===== src/verilog/iep_pkg.sv =====
package iep_pkg;

  // ---------------------------------------------------------------
  // Register indices (byte address is four times the index)
  // ---------------------------------------------------------------
  localparam logic [7:0] IEP_IDX_FLAG = 8'h95;
  localparam logic [7:0] IEP_IDX_EN_MAIN = 8'ha8;
  localparam logic [7:0] IEP_IDX_EN_EXT = 8'ha9;
  localparam logic [7:0] IEP_IDX_PLO_MAIN = 8'hb8;
  localparam logic [7:0] IEP_IDX_PHI_MAIN = 8'hb9;
  localparam logic [7:0] IEP_IDX_PLO_EXT = 8'hba;
  localparam logic [7:0] IEP_IDX_PHI_EXT = 8'hbb;
  localparam int IEP_ADDR_W = 12;

  // ---------------------------------------------------------------
  // Field positions
  // ---------------------------------------------------------------
  localparam int IEP_GLOBAL_BIT = 7;
  localparam int IEP_EXT0_BIT = 0;
  localparam int IEP_EXT1_BIT = 2;
  localparam int IEP_EXT2_BIT = 2;
  localparam int IEP_FLAG_EXT2_BIT = 2;
  localparam int IEP_FLAG_PCHG_BIT = 1;
  localparam int IEP_FLAG_RTC_BIT = 0;

  // ---------------------------------------------------------------
  // Writable masks and reset values
  // ---------------------------------------------------------------
  localparam logic [7:0] IEP_MASK_EN_MAIN = 8'hbf;
  localparam logic [7:0] IEP_MASK_MAIN6 = 8'h3f;
  localparam logic [7:0] IEP_MASK_EXT5 = 8'h1f;
  localparam logic [7:0] IEP_RST_REG = 8'h00;

  // ---------------------------------------------------------------
  // Sources, in fixed polling order
  // ---------------------------------------------------------------
  localparam int IEP_NSRC = 11;
  localparam int IEP_NMAIN = 6;
  localparam int IEP_NEXT = 5;
  localparam int IEP_ID_W = 4;
  localparam logic [IEP_ID_W-1:0] IEP_SRC_EXT2 = 4'h8;

  // Peripheral request levels, active high
  typedef struct packed {
    logic spi;
    logic conv_touch;
    logic pin_change;
    logic rtc_timer;
    logic timer_two;
    logic uart;
    logic timer_one;
    logic timer_zero;
  } iep_periph_req_t;

  // Vector request toward the core
  typedef struct packed {
    logic valid;
    logic [IEP_ID_W-1:0] id;
    logic [1:0] level;
  } iep_vec_t;

endpackage

===== src/verilog/iep_arbiter.sv =====
`timescale 1ns/1ps
module iep_arbiter
  import iep_pkg::*;
#(
  parameter int N = IEP_NSRC
) (
  // Pending requests and their levels
  input wire logic [N-1:0] pend,
  input wire logic [N-1:0][1:0] lvl,
  // Winner
  output iep_vec_t win
);

  // Scan downward so that on a tie the lowest index wins
  always_comb begin
    win = '0;
    for (int i = N - 1; i >= 0; i--) begin
      if (pend[i] && (!win.valid || lvl[i] >= win.level)) begin
        win.valid = 1'b1;
        win.id = IEP_ID_W'(i);
        win.level = lvl[i];
      end
    end
  end

endmodule


===== src/verilog/iep_ctrl.sv =====
// The APB slave port was left to the implementer.
`timescale 1ns/1ps
module iep_ctrl
  import iep_pkg::*;
(
  // Clock and reset
  input wire logic clk,
  input wire logic rst,
  // APB slave
  input wire logic psel,
  input wire logic penable,
  input wire logic pwrite,
  input wire logic [IEP_ADDR_W-1:0] paddr,
  input wire logic [31:0] pwdata,
  output logic [31:0] prdata,
  output logic pready,
  output logic pslverr,
  // External pins, active low
  input wire logic ext_line_zero_pin,
  input wire logic ext_line_one_pin,
  input wire logic ext_line_two_pin,
  // Peripheral requests
  input iep_periph_req_t periph_req,
  // Core side
  input wire logic irq_ack,
  input wire logic irq_ret,
  output iep_vec_t irq_vec,
  output logic stop_wake
);

  // -----------------------------------------------------------------
  // Registers
  // -----------------------------------------------------------------
  logic [7:0] irq_enable_main_reg;
  logic [7:0] irq_enable_ext_reg;
  logic [7:0] irq_prio_low_main_reg;
  logic [7:0] irq_prio_high_main_reg;
  logic [7:0] irq_prio_low_ext_reg;
  logic [7:0] irq_prio_high_ext_reg;
  logic ext_two_edge_flag_reg;
  logic ext_two_prev_reg;
  logic [3:0] in_service_reg;
  iep_vec_t irq_vec_reg;
  logic stop_wake_reg;
  logic [31:0] prdata_reg;
  logic pready_reg;
  logic pslverr_reg;

  // -----------------------------------------------------------------
  // Named fields
  // -----------------------------------------------------------------
  logic global_irq_gate;
  logic ext_line_zero_en;
  logic ext_line_one_en;
  logic ext_line_two_en;
  assign global_irq_gate = irq_enable_main_reg[IEP_GLOBAL_BIT];
  assign ext_line_zero_en = irq_enable_main_reg[IEP_EXT0_BIT];
  assign ext_line_one_en = irq_enable_main_reg[IEP_EXT1_BIT];
  assign ext_line_two_en = irq_enable_ext_reg[IEP_EXT2_BIT];

  // -----------------------------------------------------------------
  // Pin synchronisers
  // -----------------------------------------------------------------
  logic [2:0] pin_level;

  iep_pin_sync #(
    .WIDTH(3),
    .IDLE(3'h7)
  ) u_sync (
    .clk(clk),
    .rst(rst),
    .pin({ext_line_two_pin, ext_line_one_pin, ext_line_zero_pin}),
    .level(pin_level)
  );

  // -----------------------------------------------------------------
  // APB decode
  // -----------------------------------------------------------------
  logic [7:0] idx;
  logic aligned;
  logic access;
  logic wr_en;
  assign idx = paddr[9:2];
  assign aligned = (paddr[1:0] == 2'h0) && (paddr[IEP_ADDR_W-1:10] == '0);
  assign access = psel && penable && pready_reg;
  assign wr_en = access && pwrite && !pslverr_reg;

  function automatic logic mapped(input logic [7:0] i);
    case (i)
      IEP_IDX_FLAG, IEP_IDX_EN_MAIN, IEP_IDX_EN_EXT,
      IEP_IDX_PLO_MAIN, IEP_IDX_PHI_MAIN,
      IEP_IDX_PLO_EXT, IEP_IDX_PHI_EXT: mapped = 1'b1;
      default: mapped = 1'b0;
    endcase
  endfunction

  function automatic logic hit(input logic [7:0] i);
    hit = wr_en && (idx == i);
  endfunction

  logic [7:0] flag_view;
  assign flag_view = {5'h00, ext_two_edge_flag_reg,
                      periph_req.pin_change, periph_req.rtc_timer};

  logic [7:0] rd_mux;
  always_comb begin
    case (idx)
      IEP_IDX_FLAG: rd_mux = flag_view;
      IEP_IDX_EN_MAIN: rd_mux = irq_enable_main_reg;
      IEP_IDX_EN_EXT: rd_mux = irq_enable_ext_reg;
      IEP_IDX_PLO_MAIN: rd_mux = irq_prio_low_main_reg;
      IEP_IDX_PHI_MAIN: rd_mux = irq_prio_high_main_reg;
      IEP_IDX_PLO_EXT: rd_mux = irq_prio_low_ext_reg;
      IEP_IDX_PHI_EXT: rd_mux = irq_prio_high_ext_reg;
      default: rd_mux = 8'h00;
    endcase
  end

  // One wait state: pready rises on the second access cycle
  always_ff @(posedge clk) begin
    if (rst) begin
      pready_reg <= 1'b0;
      pslverr_reg <= 1'b0;
      prdata_reg <= 32'h0000_0000;
    end else if (psel && penable && !pready_reg) begin
      pready_reg <= 1'b1;
      pslverr_reg <= !(aligned && mapped(idx));
      prdata_reg <= (aligned && !pwrite) ? {24'h000000, rd_mux} : 32'h0;
    end else begin
      pready_reg <= 1'b0;
      pslverr_reg <= 1'b0;
      prdata_reg <= 32'h0000_0000;
    end
  end

  // -----------------------------------------------------------------
  // Enable and priority registers
  // -----------------------------------------------------------------
  always_ff @(posedge clk) begin
    if (rst) begin
      irq_enable_main_reg <= IEP_RST_REG;
    end else if (hit(IEP_IDX_EN_MAIN)) begin
      irq_enable_main_reg <= pwdata[7:0] & IEP_MASK_EN_MAIN;
    end
  end

  always_ff @(posedge clk) begin
    if (rst) begin
      irq_enable_ext_reg <= IEP_RST_REG;
    end else if (hit(IEP_IDX_EN_EXT)) begin
      irq_enable_ext_reg <= pwdata[7:0] & IEP_MASK_EXT5;
    end
  end

  always_ff @(posedge clk) begin
    if (rst) begin
      irq_prio_low_main_reg <= IEP_RST_REG;
      irq_prio_high_main_reg <= IEP_RST_REG;
    end else begin
      if (hit(IEP_IDX_PLO_MAIN)) begin
        irq_prio_low_main_reg <= pwdata[7:0] & IEP_MASK_MAIN6;
      end
      if (hit(IEP_IDX_PHI_MAIN)) begin
        irq_prio_high_main_reg <= pwdata[7:0] & IEP_MASK_MAIN6;
      end
    end
  end

  always_ff @(posedge clk) begin
    if (rst) begin
      irq_prio_low_ext_reg <= IEP_RST_REG;
      irq_prio_high_ext_reg <= IEP_RST_REG;
    end else begin
      if (hit(IEP_IDX_PLO_EXT)) begin
        irq_prio_low_ext_reg <= pwdata[7:0] & IEP_MASK_EXT5;
      end
      if (hit(IEP_IDX_PHI_EXT)) begin
        irq_prio_high_ext_reg <= pwdata[7:0] & IEP_MASK_EXT5;
      end
    end
  end

  // -----------------------------------------------------------------
  // Line two edge flag
  // -----------------------------------------------------------------
  logic ext_two_fall;
  logic ack_ext2;
  logic sw_clr_ext2;
  assign ext_two_fall = ext_two_prev_reg && !pin_level[2];
  assign ack_ext2 = irq_ack && irq_vec_reg.valid &&
                    (irq_vec_reg.id == IEP_SRC_EXT2);
  assign sw_clr_ext2 = hit(IEP_IDX_FLAG) && !pwdata[IEP_FLAG_EXT2_BIT];

  always_ff @(posedge clk) begin
    if (rst) begin
      ext_two_prev_reg <= 1'b1;
    end else begin
      ext_two_prev_reg <= pin_level[2];
    end
  end

  // Set wins over clear so an edge in the clearing cycle survives
  always_ff @(posedge clk) begin
    if (rst) begin
      ext_two_edge_flag_reg <= 1'b0;
    end else if (ext_two_fall) begin
      ext_two_edge_flag_reg <= 1'b1;
    end else if (ack_ext2 || sw_clr_ext2) begin
      ext_two_edge_flag_reg <= 1'b0;
    end
  end

  // -----------------------------------------------------------------
  // Request gating
  // -----------------------------------------------------------------
  logic [IEP_NSRC-1:0] raw;
  logic [IEP_NSRC-1:0] enable;
  logic [IEP_NSRC-1:0] pend;
  logic [IEP_NSRC-1:0][1:0] lvl;

  // Lines zero and one request while held low
  assign raw = {periph_req.spi, periph_req.conv_touch,
                ext_two_edge_flag_reg, periph_req.pin_change,
                periph_req.rtc_timer, periph_req.timer_two,
                periph_req.uart, periph_req.timer_one,
                !pin_level[1], periph_req.timer_zero, !pin_level[0]};

  // Main enable bit i sits at source i; ext enable bit i sits at source IEP_NMAIN+i
  assign enable = {irq_enable_ext_reg[IEP_NEXT-1:0],
                   irq_enable_main_reg[IEP_NMAIN-1:0]};
  assign pend = raw & enable & {IEP_NSRC{global_irq_gate}};

  genvar s;
  generate
    for (s = 0; s < IEP_NMAIN; s++) begin : g_lvl_main
      assign lvl[s] = {irq_prio_high_main_reg[s],
                       irq_prio_low_main_reg[s]};
    end
    for (s = 0; s < IEP_NEXT; s++) begin : g_lvl_ext
      assign lvl[IEP_NMAIN+s] = {irq_prio_high_ext_reg[s],
                                 irq_prio_low_ext_reg[s]};
    end
  endgenerate

  iep_vec_t win;

  iep_arbiter #(
    .N(IEP_NSRC)
  ) u_arb (
    .pend(pend),
    .lvl(lvl),
    .win(win)
  );

  // -----------------------------------------------------------------
  // In-service tracking and preemption
  // -----------------------------------------------------------------
  logic busy;
  logic [1:0] run_level;
  always_comb begin
    busy = |in_service_reg;
    run_level = 2'h0;
    for (int l = 0; l < 4; l++) begin
      if (in_service_reg[l]) begin
        run_level = 2'(l);
      end
    end
  end

  // Only a strictly higher level may break into a running handler
  logic may_take;
  assign may_take = win.valid && (!busy || win.level > run_level);

  logic [3:0] top_bit;
  always_comb begin
    top_bit = 4'h0;
    top_bit[run_level] = busy;
  end

  always_ff @(posedge clk) begin
    if (rst) begin
      in_service_reg <= 4'h0;
    end else if (irq_ack && irq_vec_reg.valid) begin
      in_service_reg <= in_service_reg | (4'h1 << irq_vec_reg.level);
    end else if (irq_ret) begin
      in_service_reg <= in_service_reg & ~top_bit;
    end
  end

  // The request drops for one cycle after each acknowledge
  always_ff @(posedge clk) begin
    if (rst) begin
      irq_vec_reg <= '0;
    end else if (irq_ack) begin
      irq_vec_reg <= '0;
    end else if (may_take) begin
      irq_vec_reg <= win;
    end else begin
      irq_vec_reg <= '0;
    end
  end

  // -----------------------------------------------------------------
  // Stop-mode wake, independent of the global gate
  // -----------------------------------------------------------------
  always_ff @(posedge clk) begin
    if (rst) begin
      stop_wake_reg <= 1'b0;
    end else begin
      stop_wake_reg <= (ext_line_zero_en && !pin_level[0]) ||
                       (ext_line_one_en && !pin_level[1]) ||
                       (ext_line_two_en && ext_two_edge_flag_reg);
    end
  end

  assign prdata = prdata_reg;
  assign pready = pready_reg;
  assign pslverr = pslverr_reg;
  assign irq_vec = irq_vec_reg;
  assign stop_wake = stop_wake_reg;

endmodule


===== src/verilog/iep_pin_sync.sv =====
`timescale 1ns/1ps
module iep_pin_sync
  import iep_pkg::*;
#(
  parameter int WIDTH = 3,
  parameter logic [WIDTH-1:0] IDLE = '1
) (
  // Clock and reset
  input wire logic clk,
  input wire logic rst,
  // Pins and filtered level
  input wire logic [WIDTH-1:0] pin,
  output logic [WIDTH-1:0] level
);

  logic [WIDTH-1:0] s1_reg;
  logic [WIDTH-1:0] s2_reg;
  logic [WIDTH-1:0] s3_reg;
  logic [WIDTH-1:0] level_reg;

  always_ff @(posedge clk) begin
    if (rst) begin
      s1_reg <= IDLE;
      s2_reg <= IDLE;
      s3_reg <= IDLE;
    end else begin
      s1_reg <= pin;
      s2_reg <= s1_reg;
      s3_reg <= s2_reg;
    end
  end

  // A change counts only once two settled stages agree
  genvar i;
  generate
    for (i = 0; i < WIDTH; i++) begin : g_bit
      always_ff @(posedge clk) begin
        if (rst) begin
          level_reg[i] <= IDLE[i];
        end else if (s2_reg[i] == s3_reg[i]) begin
          level_reg[i] <= s3_reg[i];
        end
      end
    end
  endgenerate

  assign level = level_reg;

endmodule


===== config.mk =====
export PLATFORM = sky130hd
export DESIGN_NAME = iep_ctrl
export DESIGN_NICKNAME = d
export VERILOG_FILES = /design/src/verilog/iep_pkg.sv /design/src/verilog/iep_arbiter.sv /design/src/verilog/iep_ctrl.sv /design/src/verilog/iep_pin_sync.sv
export SDC_FILE = /design/constraint.sdc
export NUM_CORES = 1
export LEC_CHECK = 0
export BUFFER_PORTS_ARGS = -buffer_cell sky130_fd_sc_hd__buf_2
export CAP_MARGIN = 20
export CORE_AREA = 2 2 97 99
export CTS_BUF_LIST = sky130_fd_sc_hd__clkbuf_4 sky130_fd_sc_hd__clkbuf_8
export DETAILED_ROUTE_END_ITERATION = 12
export DIE_AREA = 0 0 99 101
export PLACE_DENSITY = 0.69
export SLEW_MARGIN = 20
export SYNTH_ARGS = -nofsm -noshare
export SYNTH_HDL_FRONTEND = slang
export SYNTH_SLANG_ARGS = --single-unit
export TNS_END_PERCENT = 100

===== constraint.sdc =====
create_clock -name clk -period 24.2 [get_ports clk]
set_input_delay 3.63 -clock clk [delete_from_list [all_inputs] [get_ports clk]]
set_output_delay 3.63 -clock clk [all_outputs]
set_load 0.01 [all_outputs]

* Word level (Yosys, flattened, before mapping) *
Cells that the tools add are included.

cells by class
  magnitude comparators = 13
  equal/unequal tests = 11
  shift-type cells = 1
  mux-type cells = 25
  bitwise logic cells = 9
  reductions and logical operators = 80

operators with widths
  operator               count
  $mux W7                11
  $eq A8 B8 Y1 const B   7
  $pmux W8 S7            1
  $logic_and A1 B1 Y1    34
  $and A11 B11 Y11       2
  $ge A2 B2 Y1           10
  $logic_not A1 Y1       19
  $logic_or A1 B1 Y1     14
  $reduce_or A7 Y1       2
  $reduce_or A11 Y1      1
  $and A4 B4 Y4          2
  $mux W1                8
  $mux W4                2
  $reduce_or A4 Y1       2
  $reduce_or A3 Y1       2
  $reduce_or A5 Y1       1
  $eq A4 B4 Y1 const B   1
  $logic_not A2 Y1       2
  $mux W2                2
  $not A4 Y4             1
  $or A4 B4 Y4           1
  $reduce_bool A2 Y1     2
  $shl A1 B2 Y4 const A  1
  $eq A1 B1 Y1           3
  other kinds (6)        8

word-level totals
  flip-flop bits (word level) = 94

* Depth between registers and ports, before layout *
Gate-level depths: netlist of the first run.

  word-level depth = 49
  depth in mapped cells = 73
  mapped depth without buffers = 72

* Cells and area by module *
A second synthesis of the first run with hierarchy kept.

unflattened totals
  cell total of the unflattened synthesis = 501
  area total of the unflattened synthesis = 4461.8 sq um

by module, submodules not included
  module        instances  cells an instance  area an instance (sq um)  sequential area each (sq um)
  iep_ctrl      1          305                2916.5                    1141.1
  iep_arbiter   1          165                1188.6                    0.0
  iep_pin_sync  1          31                 356.6                     240.2

* Least setup slack after synthesis of the first run *
No wires, ideal clock.

  kind = input to register
  from = in periph_req[7] (netlist bit)
  to = reg irq_vec_reg, in the netlist irq_vec[5]
  data arrival time = 17090 ps
  data required time = 24108 ps
  slack = 7018 ps
  cell stages on the path = 69
  path buffers = 0
  path through = nand2_1 > nor3_1 > ha_1 > or3b_1 > a311oi_1 > inv_1 > o32ai_1 > ha_1 > nand2b_1 > o311ai_0 > a31oi_1 > o22ai_1 > inv_1 > ha_1 > nand2b_1 > a211o_2 > and2_1 > inv_1 > (+33 left out) > o41ai_1 > nand4_1 > o21ai_0 > o21a_1 > ha_1 > nand2b_1 > a221oi_1 > nor2_1 > nor4b_1 > a21oi_1 > and3_1 > ha_1 > a21oi_1 > a21oi_1 > a2111o_1 > nor2_1 > nand4_1 > nor4_1

on the way
  cells in the longest elaborated chain, start to end = 48

ends and longest elaborated chain
  what                                                     RTL line           source
  from (decl)                                              iep_ctrl.sv:23     input iep_periph_req_t periph_req,
  $and A11 B11 Y11 (*) (2 in a row)                        iep_ctrl.sv:231    assign pend = raw & enable & {IEP_NSRC{global_irq_gate}};
  $mux W7 (*)                                              iep_arbiter.sv:18  if (pend[i] && (!win.valid || lvl[i] >= win.level)) begin
  $ge A2 B2 Y1 / $logic_not A1 Y1 (equally long branches)  iep_arbiter.sv:18
  $logic_or A1 B1 Y1                                       iep_arbiter.sv:18
  $logic_and A1 B1 Y1                                      iep_arbiter.sv:18
  $mux W7 (*)                                              iep_arbiter.sv:18
  $ge A2 B2 Y1 / $logic_not A1 Y1 (equally long branches)  iep_arbiter.sv:18
  $logic_or A1 B1 Y1                                       iep_arbiter.sv:18
  (+31 left out)                                           -
  $logic_or A1 B1 Y1                                       iep_arbiter.sv:18
  $logic_and A1 B1 Y1                                      iep_arbiter.sv:18
  $mux W7                                                  iep_arbiter.sv:18
  $gt A2 B2 Y1                                             iep_ctrl.sv:272    assign may_take = win.valid && (!busy || win.level > run_level);
  $logic_or A1 B1 Y1                                       iep_ctrl.sv:272
  $logic_and A1 B1 Y1                                      iep_ctrl.sv:272
  $not A1 Y1 (no source line)                              -
  $reduce_or A11 Y1 (no source line)                       -
  to (signal assigned)                                     iep_ctrl.sv:297    irq_vec_reg <= win;
  to (decl)                                                iep_ctrl.sv:43     iep_vec_t irq_vec_reg;

Mark *: on every way between the ends. The rest lies on a longest branch, timed or not.
A chain may end at the register's enable or synchronous reset.

* Final worst setup path of the first run *
Same ends and word-level chain as after synthesis.

==> results.txt, run 1 <==
The number of I/O pins is 104. The placement row count is 35. The initial core utilization came out at 0.4440.

Counting every sink on the clock net gives 69. The port buffer count is between 50 and 60. The worst hold path begins at u_sync.s1_reg[1]$_SDFF_PP1_. The library cell used most frequently in the layout, excluding fill and tap cells, is dfxtp_1. The number of antenna violations at the first check in global routing was 0.

The overall die height came out at a little over 100 um. The data required time of the worst path is between 20000 and 25000 ps. The count of hold buffers inserted by post-cts repair is 0. The overall global routing resource usage came out at 0.1962. The final setup violation count is 0. STA classifies the critical path endpoint as a flop.

The hold violation total from the final report came out at 0. For this run, the number of standard cells in the final layout without fillers is 636. The post-detailed-route DRC marker count is 0.

Setup repair after global routing left no endpoint under its margin. The post-route setup TNS is 0 ps. Counting the buffers created by CTS gives 9. For the worst-skew pair, the clock arrives at the later sink with an insertion delay of approximately 360 ps.

Across the run, the number of max-cap violations was 0. The buffer and inverter count on the worst path came out at 5. The worst-margin pin slew is 1035 ps. The final global-route overflow total came out at 0. Gates resized during post-CTS repair numbered 0. The cell family contributing the most delay on the critical path is compound AO/OA/AOI/OAI gates.

During synthesis, Yosys emitted a total of 0 warnings. The power density of the placed cells is 52.34 nW/um^2. In this run the critical register-to-register path is launched from irq_enable_main_reg[7]$_SDFFE_PP0P_. The number of distinct standard cells referenced by the synthesized netlist is 64. The cell that appears most often on the critical path is ha_1.

The most used flip-flop cell after synthesis is dfxtp_1. The routed length per placed instance is around 15 um. The maximum level of the CTS H-tree came out at 3.

The die extent in x is 99 um. The per-instance average area after synthesis is approximately 8.5 um^2. The register bit total from synthesis came out at 69. The mean number of vias per cell came out at 5.470. The detailed-route via count came out at about 3500. The core box area came out at roughly 9000 um^2. The final weighted congestion in routability-driven placement came out at around 0.85. Once the clock tree was built, the setup fixing pass inserted 0 buffers. The worst path needs roughly 19000 ps of the cycle, external delays included. The number of cells in the design after placement came out at 620. The worst voltage drop across the vdd grid is 0.03750 mV.

Counting flops with a built-in enable in the synthesized netlist gives 0. From synthesis to final layout, the design area changed by 12.43%. The remaining max-slew budget at the tightest pin came out at 0.3049. The slowest library cell on the worst path is o311ai_2.

After clock tree synthesis, the clock-pin slew on the worst setup and hold paths is 80 ps. In this run the remaining antenna-violating nets after routing total 0. The share of final-layout standard cells stronger than drive strength 1 came out at 0.1943. TritonCTS built the clock tree.

The violation count after the first detailed-routing iteration is roughly 160. Once detailed placement completed, the half-perimeter wirelength came to approximately 7400 um. Tracing the worst setup path back leads to its startpoint at periph_req[7].

The aggregate routed wire length came out at 9624 um. The global-route wire length before repair is 15490 um. The flow ran to the end, and the final reports show no timing, DRC or antenna violations. The final net count came out at 601. The max-slew violation total from the final report is 0. In the layout the commonest cells are dfxtp_1 (69), nor2_1 (64), buf_2 (53).

The via count of the first global-routing pass was around 3200. The clock tree skew after final layout is about 8.8 ps. The largest net degree at the start of global routing came out at between 50 and 60. The sequential share of the synthesized area is 0.3465. The number of buffers on the longest clock path came out at 2. Counting flops with an async set or reset pin after synthesis yields a share of 0.

The final period utilization came out at 0.7735. Derived from the worst setup path, the maximum achievable clock frequency is 53.42 MHz. The pre-antenna-repair detailed-routing pass consisted of 6 iterations. The final critical-path setup slack is 5481 ps. The gate count after technology mapping is between 400 and 500.

The arrival time of data at the critical path endpoint is 18980 ps. The worst setup path is of the in -> reg kind. The worst hold path belongs to the class reg -> reg. The worst setup path is launched from a primary input. For this run, the slowest stage of the critical path takes approximately 540 ps. The largest fanout of any net on the critical path is 8. Clock tree synthesis selected as its root buffer the cell clkbuf_8. The synthesized area is approximately 4000 um^2. The number of antenna diodes in the final layout is 0.

Before CTS, the worst setup slack after placement is about 5200 ps. The full die area came out at roughly 10000 um^2. The analysis attributes to cell leakage a power of 2.002 nW.
## path summary, 6_finish.rpt
path	to	cells after the start	slack (ps)
setup reg to reg	irq_vec[5]$_SDFF_PP0_	70	8180
hold reg to reg	u_sync.s2_reg[1]$_SDFF_PP1_	1	410
hold / removal	u_sync.s2_reg[1]$_SDFF_PP1_	1	410
setup / recovery	irq_vec[5]$_SDFF_PP0_	70	5480
## where the power goes
| group | total [mW] | switching [mW] | internal, mW |
|---|---|---|---|
| combinational | 0.0109 | 0.00722 | 0.00365 |
| clock | 0.109 | 0.0494 | 0.0598 |
| sequential | 0.114 | 0.000313 | 0.114 |
## kinds of logic (layout without fill, tap and decap cells)
kind of cell	Yosys count	after routing	share of synthesized area
flip-flops	69	69	0.3465
other	1	25	0.0009407
AO/OA/AOI/OAI	86	86	0.1541
multiplexers	52	52	0.1381
adder cells (fa/ha/maj)	19	19	0.05964
buffers and inverters	65	96	0.08474
AND/OR/NAND/NOR	178	178	0.2159
## layout make-up
class                           instances  area, um^2
Multi-Input combinational cell        360        2357
Tap cell                              111       138.9
Fill cell                             861        4496
Sequential cell                        69        1381
Timing Repair Buffer                   55       280.3
Clock buffer                            9       123.9
Inverter                               25       93.84
Clock inverter                          7       106.4
## through the flow
| stage | util | instance area (um^2) | total power, mW | hold WS (ps) |
|---|---|---|---|---|
| 4_1_cts | 0.4992 | 4482 | 0.2371 | 413.9 |
| 5_1_grt | 0.4992 | 4482 | 0.2425 | 423.8 |
| 3_5_place_dp | 0.4736 | 4252 | 0.1280 | 393.3 |
| 6_report | 0.4992 | 4482 | 0.2346 | 410.8 |
| 2_1_floorplan | - | 4076 | 0.1258 | 389.5 |
| 3_3_place_gp | 0.4736 | 4252 | 0.1277 | 391.6 |
## metal layers
layer	track usage	part of all wire	vias to the layer above
met3	0.04993	0.056	11
met5	0	0	-
met4	0.04004	0.011	0
li1	-	-	1717
met2	0.3441	0.49	106
met1	0.2442	0.45	1645
## synth_stat cells (2+ instances only)
| cell | instances | area, um^2 |
|---|---|---|
| o21a_1 | 2 | 15.01 |
| buf_4 | 25 | 187.7 |
| dfxtp_1 | 69 | 1381 |
| inv_1 | 25 | 93.84 |
| a21oi_1 | 23 | 115.1 |
| mux2i_1 | 43 | 430.4 |
| nand2b_1 | 11 | 68.82 |
| nor4_1 | 4 | 25.02 |
| a211o_1 | 2 | 17.52 |
| and2_1 | 4 | 25.02 |
| nand3b_1 | 2 | 15.01 |
| nand4_1 | 5 | 31.28 |
| a31oi_1 | 8 | 50.05 |
| clkbuf_1 | 14 | 52.55 |
| ha_1 | 19 | 237.7 |
| a211oi_1 | 3 | 22.52 |
| nand2_1 | 36 | 135.1 |
| a21boi_0 | 2 | 15.01 |
| and3_1 | 5 | 31.28 |
| nand3_1 | 11 | 55.05 |
| mux2_4 | 2 | 30.03 |
| or2_2 | 11 | 68.82 |
| o21bai_1 | 4 | 30.03 |
| nor2_1 | 64 | 240.2 |
| a22oi_1 | 2 | 15.01 |
| nor3_1 | 11 | 55.05 |
| a2bb2oi_1 | 2 | 17.52 |
| or3_1 | 2 | 12.51 |
| mux2_2 | 6 | 67.56 |
| o22ai_1 | 2 | 12.51 |
| a221oi_1 | 6 | 52.55 |
| nor2b_1 | 3 | 18.77 |
| o31ai_1 | 2 | 15.01 |
| o21ai_0 | 8 | 40.04 |
| a2111o_1 | 2 | 22.52 |
| nor4b_1 | 2 | 17.52 |
Note: power is estimated with default switching activity, not from simulation.
==> run 2: changes to the inputs <==
- ABC_AREA: unset -> 1
- CORE_AREA: 2 2 97 99 -> 2 2 96 98
- DIE_AREA: 0 0 99 101 -> 0 0 98 100
- PLACE_DENSITY: 0.69 -> 0.7
- clock period: 24.2 -> 18.2 ns (I/O delays scaled with it)
==> results.txt, run 2 <==
The worst setup path is launched from a primary input. The number of cells upsized or downsized after cts is 0 (unchanged). The hold violation total from the final report came out at 0 (unchanged).

The violation count after the first detailed-routing iteration is 320 (+95%). The overall die height came out at 100 um (-0.99%). The final core utilization came out at 0.4974 (-0.001837). The cell occurring most often along the worst timing path is nand2_1.

The total design power came out at 0.2871 mW (+22%). The final weighted congestion in routability-driven placement came out at 0.9419 (+10%). The max-capacitance violation count is 0 (unchanged). The gate count after technology mapping is 553 (+18%). In the layout the commonest cells are inv_1 (91), nand2_1 (78), dfxtp_1 (69). The remaining number of nets flagged by the antenna check after routing was 0 (unchanged). The worst-margin pin slew came to 829.1 ps (-205.5 ps).

The worst setup path is captured at a flop. The number of antenna violations at the first check in global routing came out at 0 (unchanged). The initial core utilization came to 0.4457 (+0.001701). The worst hold path endpoint is u_sync.s2_reg[0]$_SDFF_PP1_. The number of post-CTS setup repair buffers came out at 0 (unchanged). The endpoint identified for the worst register-to-register timing path is irq_vec[5]$_SDFF_PP0_. The number of synthesis warnings is 0 (unchanged). The proportion of synthesized area in mux cells came out at 0 (-0.1381).

The count of cells along the worst register-to-register path is 86 (+23%). The proportion of power drawn by the clock network came out at 0.422 (-0.044). The final setup violation count was 0 (unchanged). The part of the power in combinational logic came out at 0.048 (+0.002). The total clock buffers created by CTS came to 9 (unchanged). The total internal power was 0.2091 mW (+18%). The die extent in x is 98 um (-1.0%).

The number of inserted filler cells in the final layout is 880 (+2.2%). The most used flip-flop cell after synthesis is dfxtp_1. The largest net degree at the start of global routing came out at 33 (-41%). Setup repair after global routing left no endpoint under its margin. The register-to-register setup slack is 7020 ps (-1160 ps). The number of enable flip-flop cells after synthesis came out at 0 (unchanged). The aggregate routed wire length came to 9450 um (-1.8%). The register bit total from synthesis came out at 69 (unchanged). The proportion of total power due to net switching came out at 0.2718 (+0.02889).

The clock sink count was 69 (unchanged). The clock tree skew after final layout came out at 6.145 ps (-2.631 ps). The detailed-route via count came out at 3652 (+5.0%). By area the synthesized netlist is led by dfxtp_1 (35%), inv_1 (8.6%), nand2_1 (7.4%). The final net count was 689 (+15%). The arrival time of data at the critical path endpoint is 13290 ps (-5690 ps). Of all cell types, the one taking the most synthesized area is dfxtp_1.

The area growth from synthesis to layout came out at 11.59%. The data required time of the worst path came to 18490 ps (-5980 ps). For this design, the slowest cell found on the critical path is or3b_1. The final global-route overflow total came out at 0 (unchanged).

The largest fanout of any net on the critical path is 5 (-3). The async set or reset register ratio after synthesis came out at 0 (unchanged). The full die area is 9800 um^2 (-2.0%). The max-slew violation total from the final report is 0 (unchanged). The detailed-routing iteration count for the pre-antenna-repair pass was 5 (-1). The routed length per placed instance is 13.05 um (-14%). The dominant combinational cell family by area after synthesis is simple AND/OR/NAND/NOR gates.

The clock transition time at the flip-flop clock pins of the worst setup and hold paths is 90 ps (about the same). The port buffer count is 53 (unchanged). The critical path in this run is classified as in -> reg. The remaining max-slew budget at the tightest pin came to 0.4466 (+0.1417). The total leakage power came out at 2.018 nW (+0.84%).

The overall global routing resource usage is 0.1968 (+0.0005766). The simple-gate area share of the yosys netlist is 0.2725 (+0.05655). The adder and majority gate portion of the synthesized area is 0.05999 (+0.0003578). The hold path startpoint is u_sync.s1_reg[0]$_SDFF_PP1_. The post-route minimum period came out at around 13000 ps. The commonest cells after synthesis are inv_1 (91), nand2_1 (78), dfxtp_1 (69).

The top-area cell type share of the netlist area is 0.3486 (+0.002079). The worst voltage drop across the vdd grid is 0.05671 mV (+51%). The count of inserted antenna diode cells is 0 (unchanged). The core box area is 8890 um^2 (-0.98%). The sum of net half-perimeters after detailed placement came out at 7395 um (+0.11%). The maximum level of the CTS H-tree came out at 3 (unchanged). The synthesized area is 3963 um^2 (-0.60%). TritonCTS built the clock tree. The flow ran to the end, and the final reports show no timing, DRC or antenna violations. The share of final-layout standard cells stronger than drive strength 1 was 0.2055 (+0.01126).

The number of distinct standard cells referenced by the synthesized netlist came to 35 (-45%). The depth of the worst hold-timing path came out at 1 (unchanged). The sequential share of the synthesized area is 0.3486 (+0.002079). The mean number of vias per cell is 5.044 (-7.8%). The top achievable clock speed is slightly below 80 MHz. The global-route wire length before repair is 15580 um (+0.58%). Leaving out fill and tap cells, the most frequent cell in the layout is inv_1. The area taken by multi-input logic gates came out at 2083 um^2 (-12%). The power dissipated by switching net loads came out at 0.07802 mW (+37%). In this run the critical register-to-register path is launched from irq_enable_main_reg[7]$_SDFFE_PP0P_. The number of buffers on the longest clock path is 2 (unchanged). The per-instance average area after synthesis was 7.166 um^2 (-16%). The cell area after layout is 4422 um^2 (-1.3%). The tree is rooted in a clkbuf_8. The power density of the placed cells is 64.93 nW/um^2 (+24%). The post-synthesis compound-gate area fraction is 0.1696 (+0.01545). The register cell area after layout came out at 1381 um^2 (unchanged). The placement row count was 35 (unchanged). The post-route setup TNS came to 0 ps (unchanged). The clock latency of the later-clocked register in the worst-skew pair was 350 ps (about the same). The number of I/O pins is 104 (unchanged).

The xor/xnor cell area share of the yosys netlist came out at 0 (unchanged). The delay contributed by the slowest stage of the critical path is 380 ps (-160 ps). The proportion of power drawn by flip-flops and latches is 0.530 (+0.042). The kind of path behind the tightest hold check is reg -> reg.

The count of hold buffers inserted by post-cts repair came out at 0 (unchanged). The via count of the first global-routing pass is 3442 (+7.4%). The area after detailed placement is 4235 um^2 (-0.38%). The final period utilization is 0.7144. The cell with the most instances after synthesis is inv_1. The post-detailed-route DRC marker count is 0 (unchanged).
-- run 2: cell types whose count changed after synthesis, moves of 27 or more --
cell / before / now
a21oi_1: 23 / 51
inv_1: 25 / 91
mux2i_1: 43 / 0
nand2_1: 36 / 78
nor2_1: 64 / 37
o21ai_0: 8 / 51
-- run 2: worst max-delay path, delay by kind of cell --
kind | cells | cell delay (ps)
AND/OR/NAND/NOR | 47 | 4890
adder cells (fa/ha/maj) | 11 | 2880
AO/OA/AOI/OAI | 17 | 1930
buffers and inverters | 12 | 840
-- run 2: power groups by stage --
stage | registers, mW | clock network [mW] | logic [mW]
finish | 0.152 | 0.121 | 0.0138
global route | 0.152 | 0.129 | 0.0155
CTS | 0.152 | 0.123 | 0.0136
detailed placement | 0.156 | 0 | 0.0136
global placement | 0.156 | 0 | 0.0133
floorplan | 0.156 | 0 | 0.0113
-- run 2: through the flow --
stage	hold slack [ps]	worst slack, ps	std cells
after global routing	432.6	3737	724
final	413.5	5199	724
after detailed placement	393.7	4823	708
after floorplan	389.5	6028	577
after CTS	414.6	5161	724
after global placement	391.2	5102	708
-- run 2: logic make-up (layout without fill, tap and decap cells) --
| family | after synthesis | count (layout) |
|---|---|---|
| simple gates | 211 | 211 |
| other cells | 1 | 25 |
| compound gates | 124 | 124 |
| flops | 69 | 69 |
| buf+inv | 129 | 165 |
| fa+ha+maj | 19 | 19 |
-- run 2: how the worst max path moves through the flow --
| stage | startpoint | end |
|---|---|---|
| after floorplan | periph_req[7] | irq_vec[3]$_SDFF_PP0_ |
| after global placement | periph_req[7] | irq_vec[5]$_SDFF_PP0_ |
| after detailed placement | periph_req[7] | irq_vec[3]$_SDFF_PP0_ |
| after CTS | periph_req[7] | irq_vec[5]$_SDFF_PP0_ |
| after global routing | periph_req[7] | irq_vec[3]$_SDFF_PP0_ |
| final | periph_req[7] | irq_vec[5]$_SDFF_PP0_ |
-- run 2: layout make-up --
| class | instances | share of cell area |
|---|---|---|
| Multi-Input combinational cell | 379 | 0.4711 |
| Sequential cell | 69 | 0.3124 |
| Inverter | 95 | 0.08121 |
| Timing Repair Buffer | 54 | 0.06169 |
| Tap cell | 111 | 0.03141 |
| Clock buffer | 9 | 0.02801 |
| Clock inverter | 7 | 0.01415 |
-- run 2: routing by layer --
metal | part of all wire | global-route usage
met5 | 0 | 0
met4 | 0.032 | 0.09615
met3 | 0.058 | 0.02994
met2 | 0.46 | 0.3303
met1 | 0.45 | 0.2479
==> run 3: changes to the inputs <==
- clock period: 18.2 -> 12.9 ns (I/O delays scaled with it)
==> results.txt, run 3 (synthesis gave the netlist of run 2 again) <==
Of the available clock period, the critical path in the final layout requires 0.9220. The remaining max-slew budget at the tightest pin is 0.4493 (+0.002659). The worst voltage drop across the vdd grid came to 0.08291 mV (+46%). TritonCTS built the clock tree. The max-slew violation total from the final report came out at 0 (unchanged). The mean number of vias per cell came out at 5.032 (-0.25%). The clock latency of the later-clocked register in the worst-skew pair is 360 ps (about the same).

The minimum setup slack after placement is 320.6 ps (-4502 ps). The most common cell after layout, fill and taps aside is inv_1. The final critical-path setup slack came to 1006 ps (-4192 ps). The clock transition time at the flip-flop clock pins of the worst setup and hold paths came out at 80 ps (about the same).

The register-to-register setup slack is 2010 ps (-5010 ps). The total leakage power is 2.033 nW (+0.74%). The port buffer count is 53 (unchanged). The critical path ends at irq_vec[5]$_SDFF_PP0_. The full die area was 9800 um^2 (unchanged). The share of final-layout standard cells stronger than drive strength 1 is 0.2253 (+0.01974). The final setup violation count came out at 0 (unchanged). The type of the worst setup path is in -> reg. The top achievable clock speed is between 80 and 90 MHz. In this run the worst hold path is classified as reg -> reg. The post-detailed-route DRC marker count is 0 (unchanged). The clock sink count came out at 69 (unchanged).

The count of cells along the worst register-to-register path came out at 88 (+2.3%). STA classifies the critical path startpoint as a primary input. The count of inserted antenna diode cells is 0 (unchanged).

The count of hold buffers inserted by post-cts repair is 0 (unchanged). The overall global routing resource usage came out at 0.2019 (+0.005192). The detailed-routing iteration count for the pre-antenna-repair pass came out at 5 (unchanged).

The delay contributed by the slowest stage of the critical path came to 380 ps (about the same). The power density of the placed cells was 90.45 nW/um^2 (+39%). Among all stages on the critical path, the largest delay is contributed by or3b_1.

The final net count is 693 (+0.58%). The overall die height is 100 um (unchanged). The clock tree skew after final layout came out at 4.646 ps (-1.500 ps). The number of I/O pins came to 104 (unchanged). The flow ran to the end, and the final reports show no timing, DRC or antenna violations. The placement row count is 35 (unchanged). The arrival time of data at the critical path endpoint is 12190 ps (-1100 ps). The final weighted congestion in routability-driven placement is 0.9417 (about the same). The post-route minimum period is about 12000 ps. The endpoint identified for the worst register-to-register timing path is irq_vec[5]$_SDFF_PP0_.

The routed length per placed instance is 13.12 um (+0.50%). The worst-margin pin slew is 825.1 ps (-3.984 ps). The number of buffers on the longest clock path is 2 (unchanged).

The sum of net half-perimeters after detailed placement is 7370 um (-0.33%). The initial core utilization is 0.4457 (unchanged). Tracing the worst setup path back leads to its startpoint at periph_req[7]. The data required time of the worst path is 13200 ps (-5290 ps).

The largest fanout of any net on the critical path was 5 (unchanged). The area taken by multi-input logic gates was 2116 um^2 (+1.6%). The endpoint type of the worst setup path is a flop.

The global-route wire length before repair came out at 15900 um (+2.1%). The core box area came to 8890 um^2 (unchanged). The maximum level of the CTS H-tree came out at 3 (unchanged). In the layout the commonest cells are inv_1 (91), nand2_1 (74), dfxtp_1 (69). The number of antenna violations at the first check in global routing came out at 0 (unchanged). The largest net degree at the start of global routing came out at 33 (unchanged). The post-route setup TNS is 0 ps (unchanged). The register cell area after layout is 1381 um^2 (unchanged). The max-capacitance violation count came out at 0 (unchanged). The remaining number of nets flagged by the antenna check after routing came out at 0 (unchanged).

The die extent in x is 98 um (unchanged). Clock tree synthesis selected as its root buffer the cell clkbuf_8. The final global-route overflow total came to 0 (unchanged).

The area growth from synthesis to layout came out at 13.17%. The aggregate routed wire length is 9550 um (+1.1%). The reg-to-reg startpoint is irq_enable_main_reg[7]$_SDFFE_PP0P_. The hold violation total from the final report is 0 (unchanged). The via count of the first global-routing pass came to 3432 (-0.29%). The number of inserted filler cells in the final layout came out at 876 (-0.45%). The detailed-route via count is 3663 (+0.30%). The violation count after the first detailed-routing iteration came out at 246 (-23%).

The total clock buffers created by CTS came out at 9 (unchanged).
run 3: repair_timing:
| item | in CTS | in global routing |
|---|---|---|
| gates resized for setup | 0 | 20 |
| setup buffers | 0 | 4 |
| endpoints found under the setup margin | 0 | 7 |
run 3: worst min-delay path by stage:
stage / startpoint / end / slack, ps / depth (start not counted)
after floorplan: u_sync.s1_reg[0]$_SDFF_PP1_ / u_sync.s2_reg[0]$_SDFF_PP1_ / 390 / 1
after global placement: u_sync.s1_reg[1]$_SDFF_PP1_ / u_sync.s2_reg[1]$_SDFF_PP1_ / 390 / 1
after detailed placement: u_sync.s1_reg[0]$_SDFF_PP1_ / u_sync.s2_reg[0]$_SDFF_PP1_ / 390 / 1
after CTS: u_sync.s1_reg[0]$_SDFF_PP1_ / u_sync.s2_reg[0]$_SDFF_PP1_ / 420 / 1
after global routing: u_sync.s1_reg[1]$_SDFF_PP1_ / u_sync.s2_reg[1]$_SDFF_PP1_ / 430 / 1
final: u_sync.s1_reg[0]$_SDFF_PP1_ / u_sync.s2_reg[0]$_SDFF_PP1_ / 410 / 1
run 3: layer usage:
layer	global-route usage	part of all wire
met1	0.2541	0.45
met4	0.1015	0.028
met3	0.03552	0.061
met2	0.3346	0.46
met5	0	0
run 3: power by group:
part           internal, mW  switching, mW  leakage (nW)
logic               0.00662         0.0127          1.38
clock network        0.0741         0.0974        0.0931
registers             0.214       0.000598         0.558
total                 0.295          0.111          2.03
run 3: layout make-up:
| type | count | share of cell area |
|---|---|---|
| Clock buffer | 9 | 0.02762 |
| Tap cell | 111 | 0.03097 |
| Inverter | 95 | 0.08008 |
| Multi-Input combinational cell | 379 | 0.4718 |
| Sequential cell | 69 | 0.3080 |
| Clock inverter | 7 | 0.01395 |
| Timing Repair Buffer | 58 | 0.06752 |
run 3: critical path: cells and delay by family:
kind | cells | cell delay [ps]
buffers and inverters | 11 | 820
AO/OA/AOI/OAI | 15 | 1370
AND/OR/NAND/NOR | 52 | 5160
adder cells (fa/ha/maj) | 11 | 2890
run 3: stage by stage:
stage | hold WS (ps) | utilization | area (um^2) | instances | total power, mW
after floorplan | 389.5 | - | 4053 | 577 | 0.2358
after global placement | 391.2 | 0.4764 | 4235 | 708 | 0.2386
after detailed placement | 393.7 | 0.4764 | 4235 | 708 | 0.2389
after CTS | 415.3 | 0.4974 | 4422 | 724 | 0.4081
after global routing | 430.8 | 0.5044 | 4484 | 728 | 0.4201
final | 412.9 | 0.5044 | 4484 | 728 | 0.4056
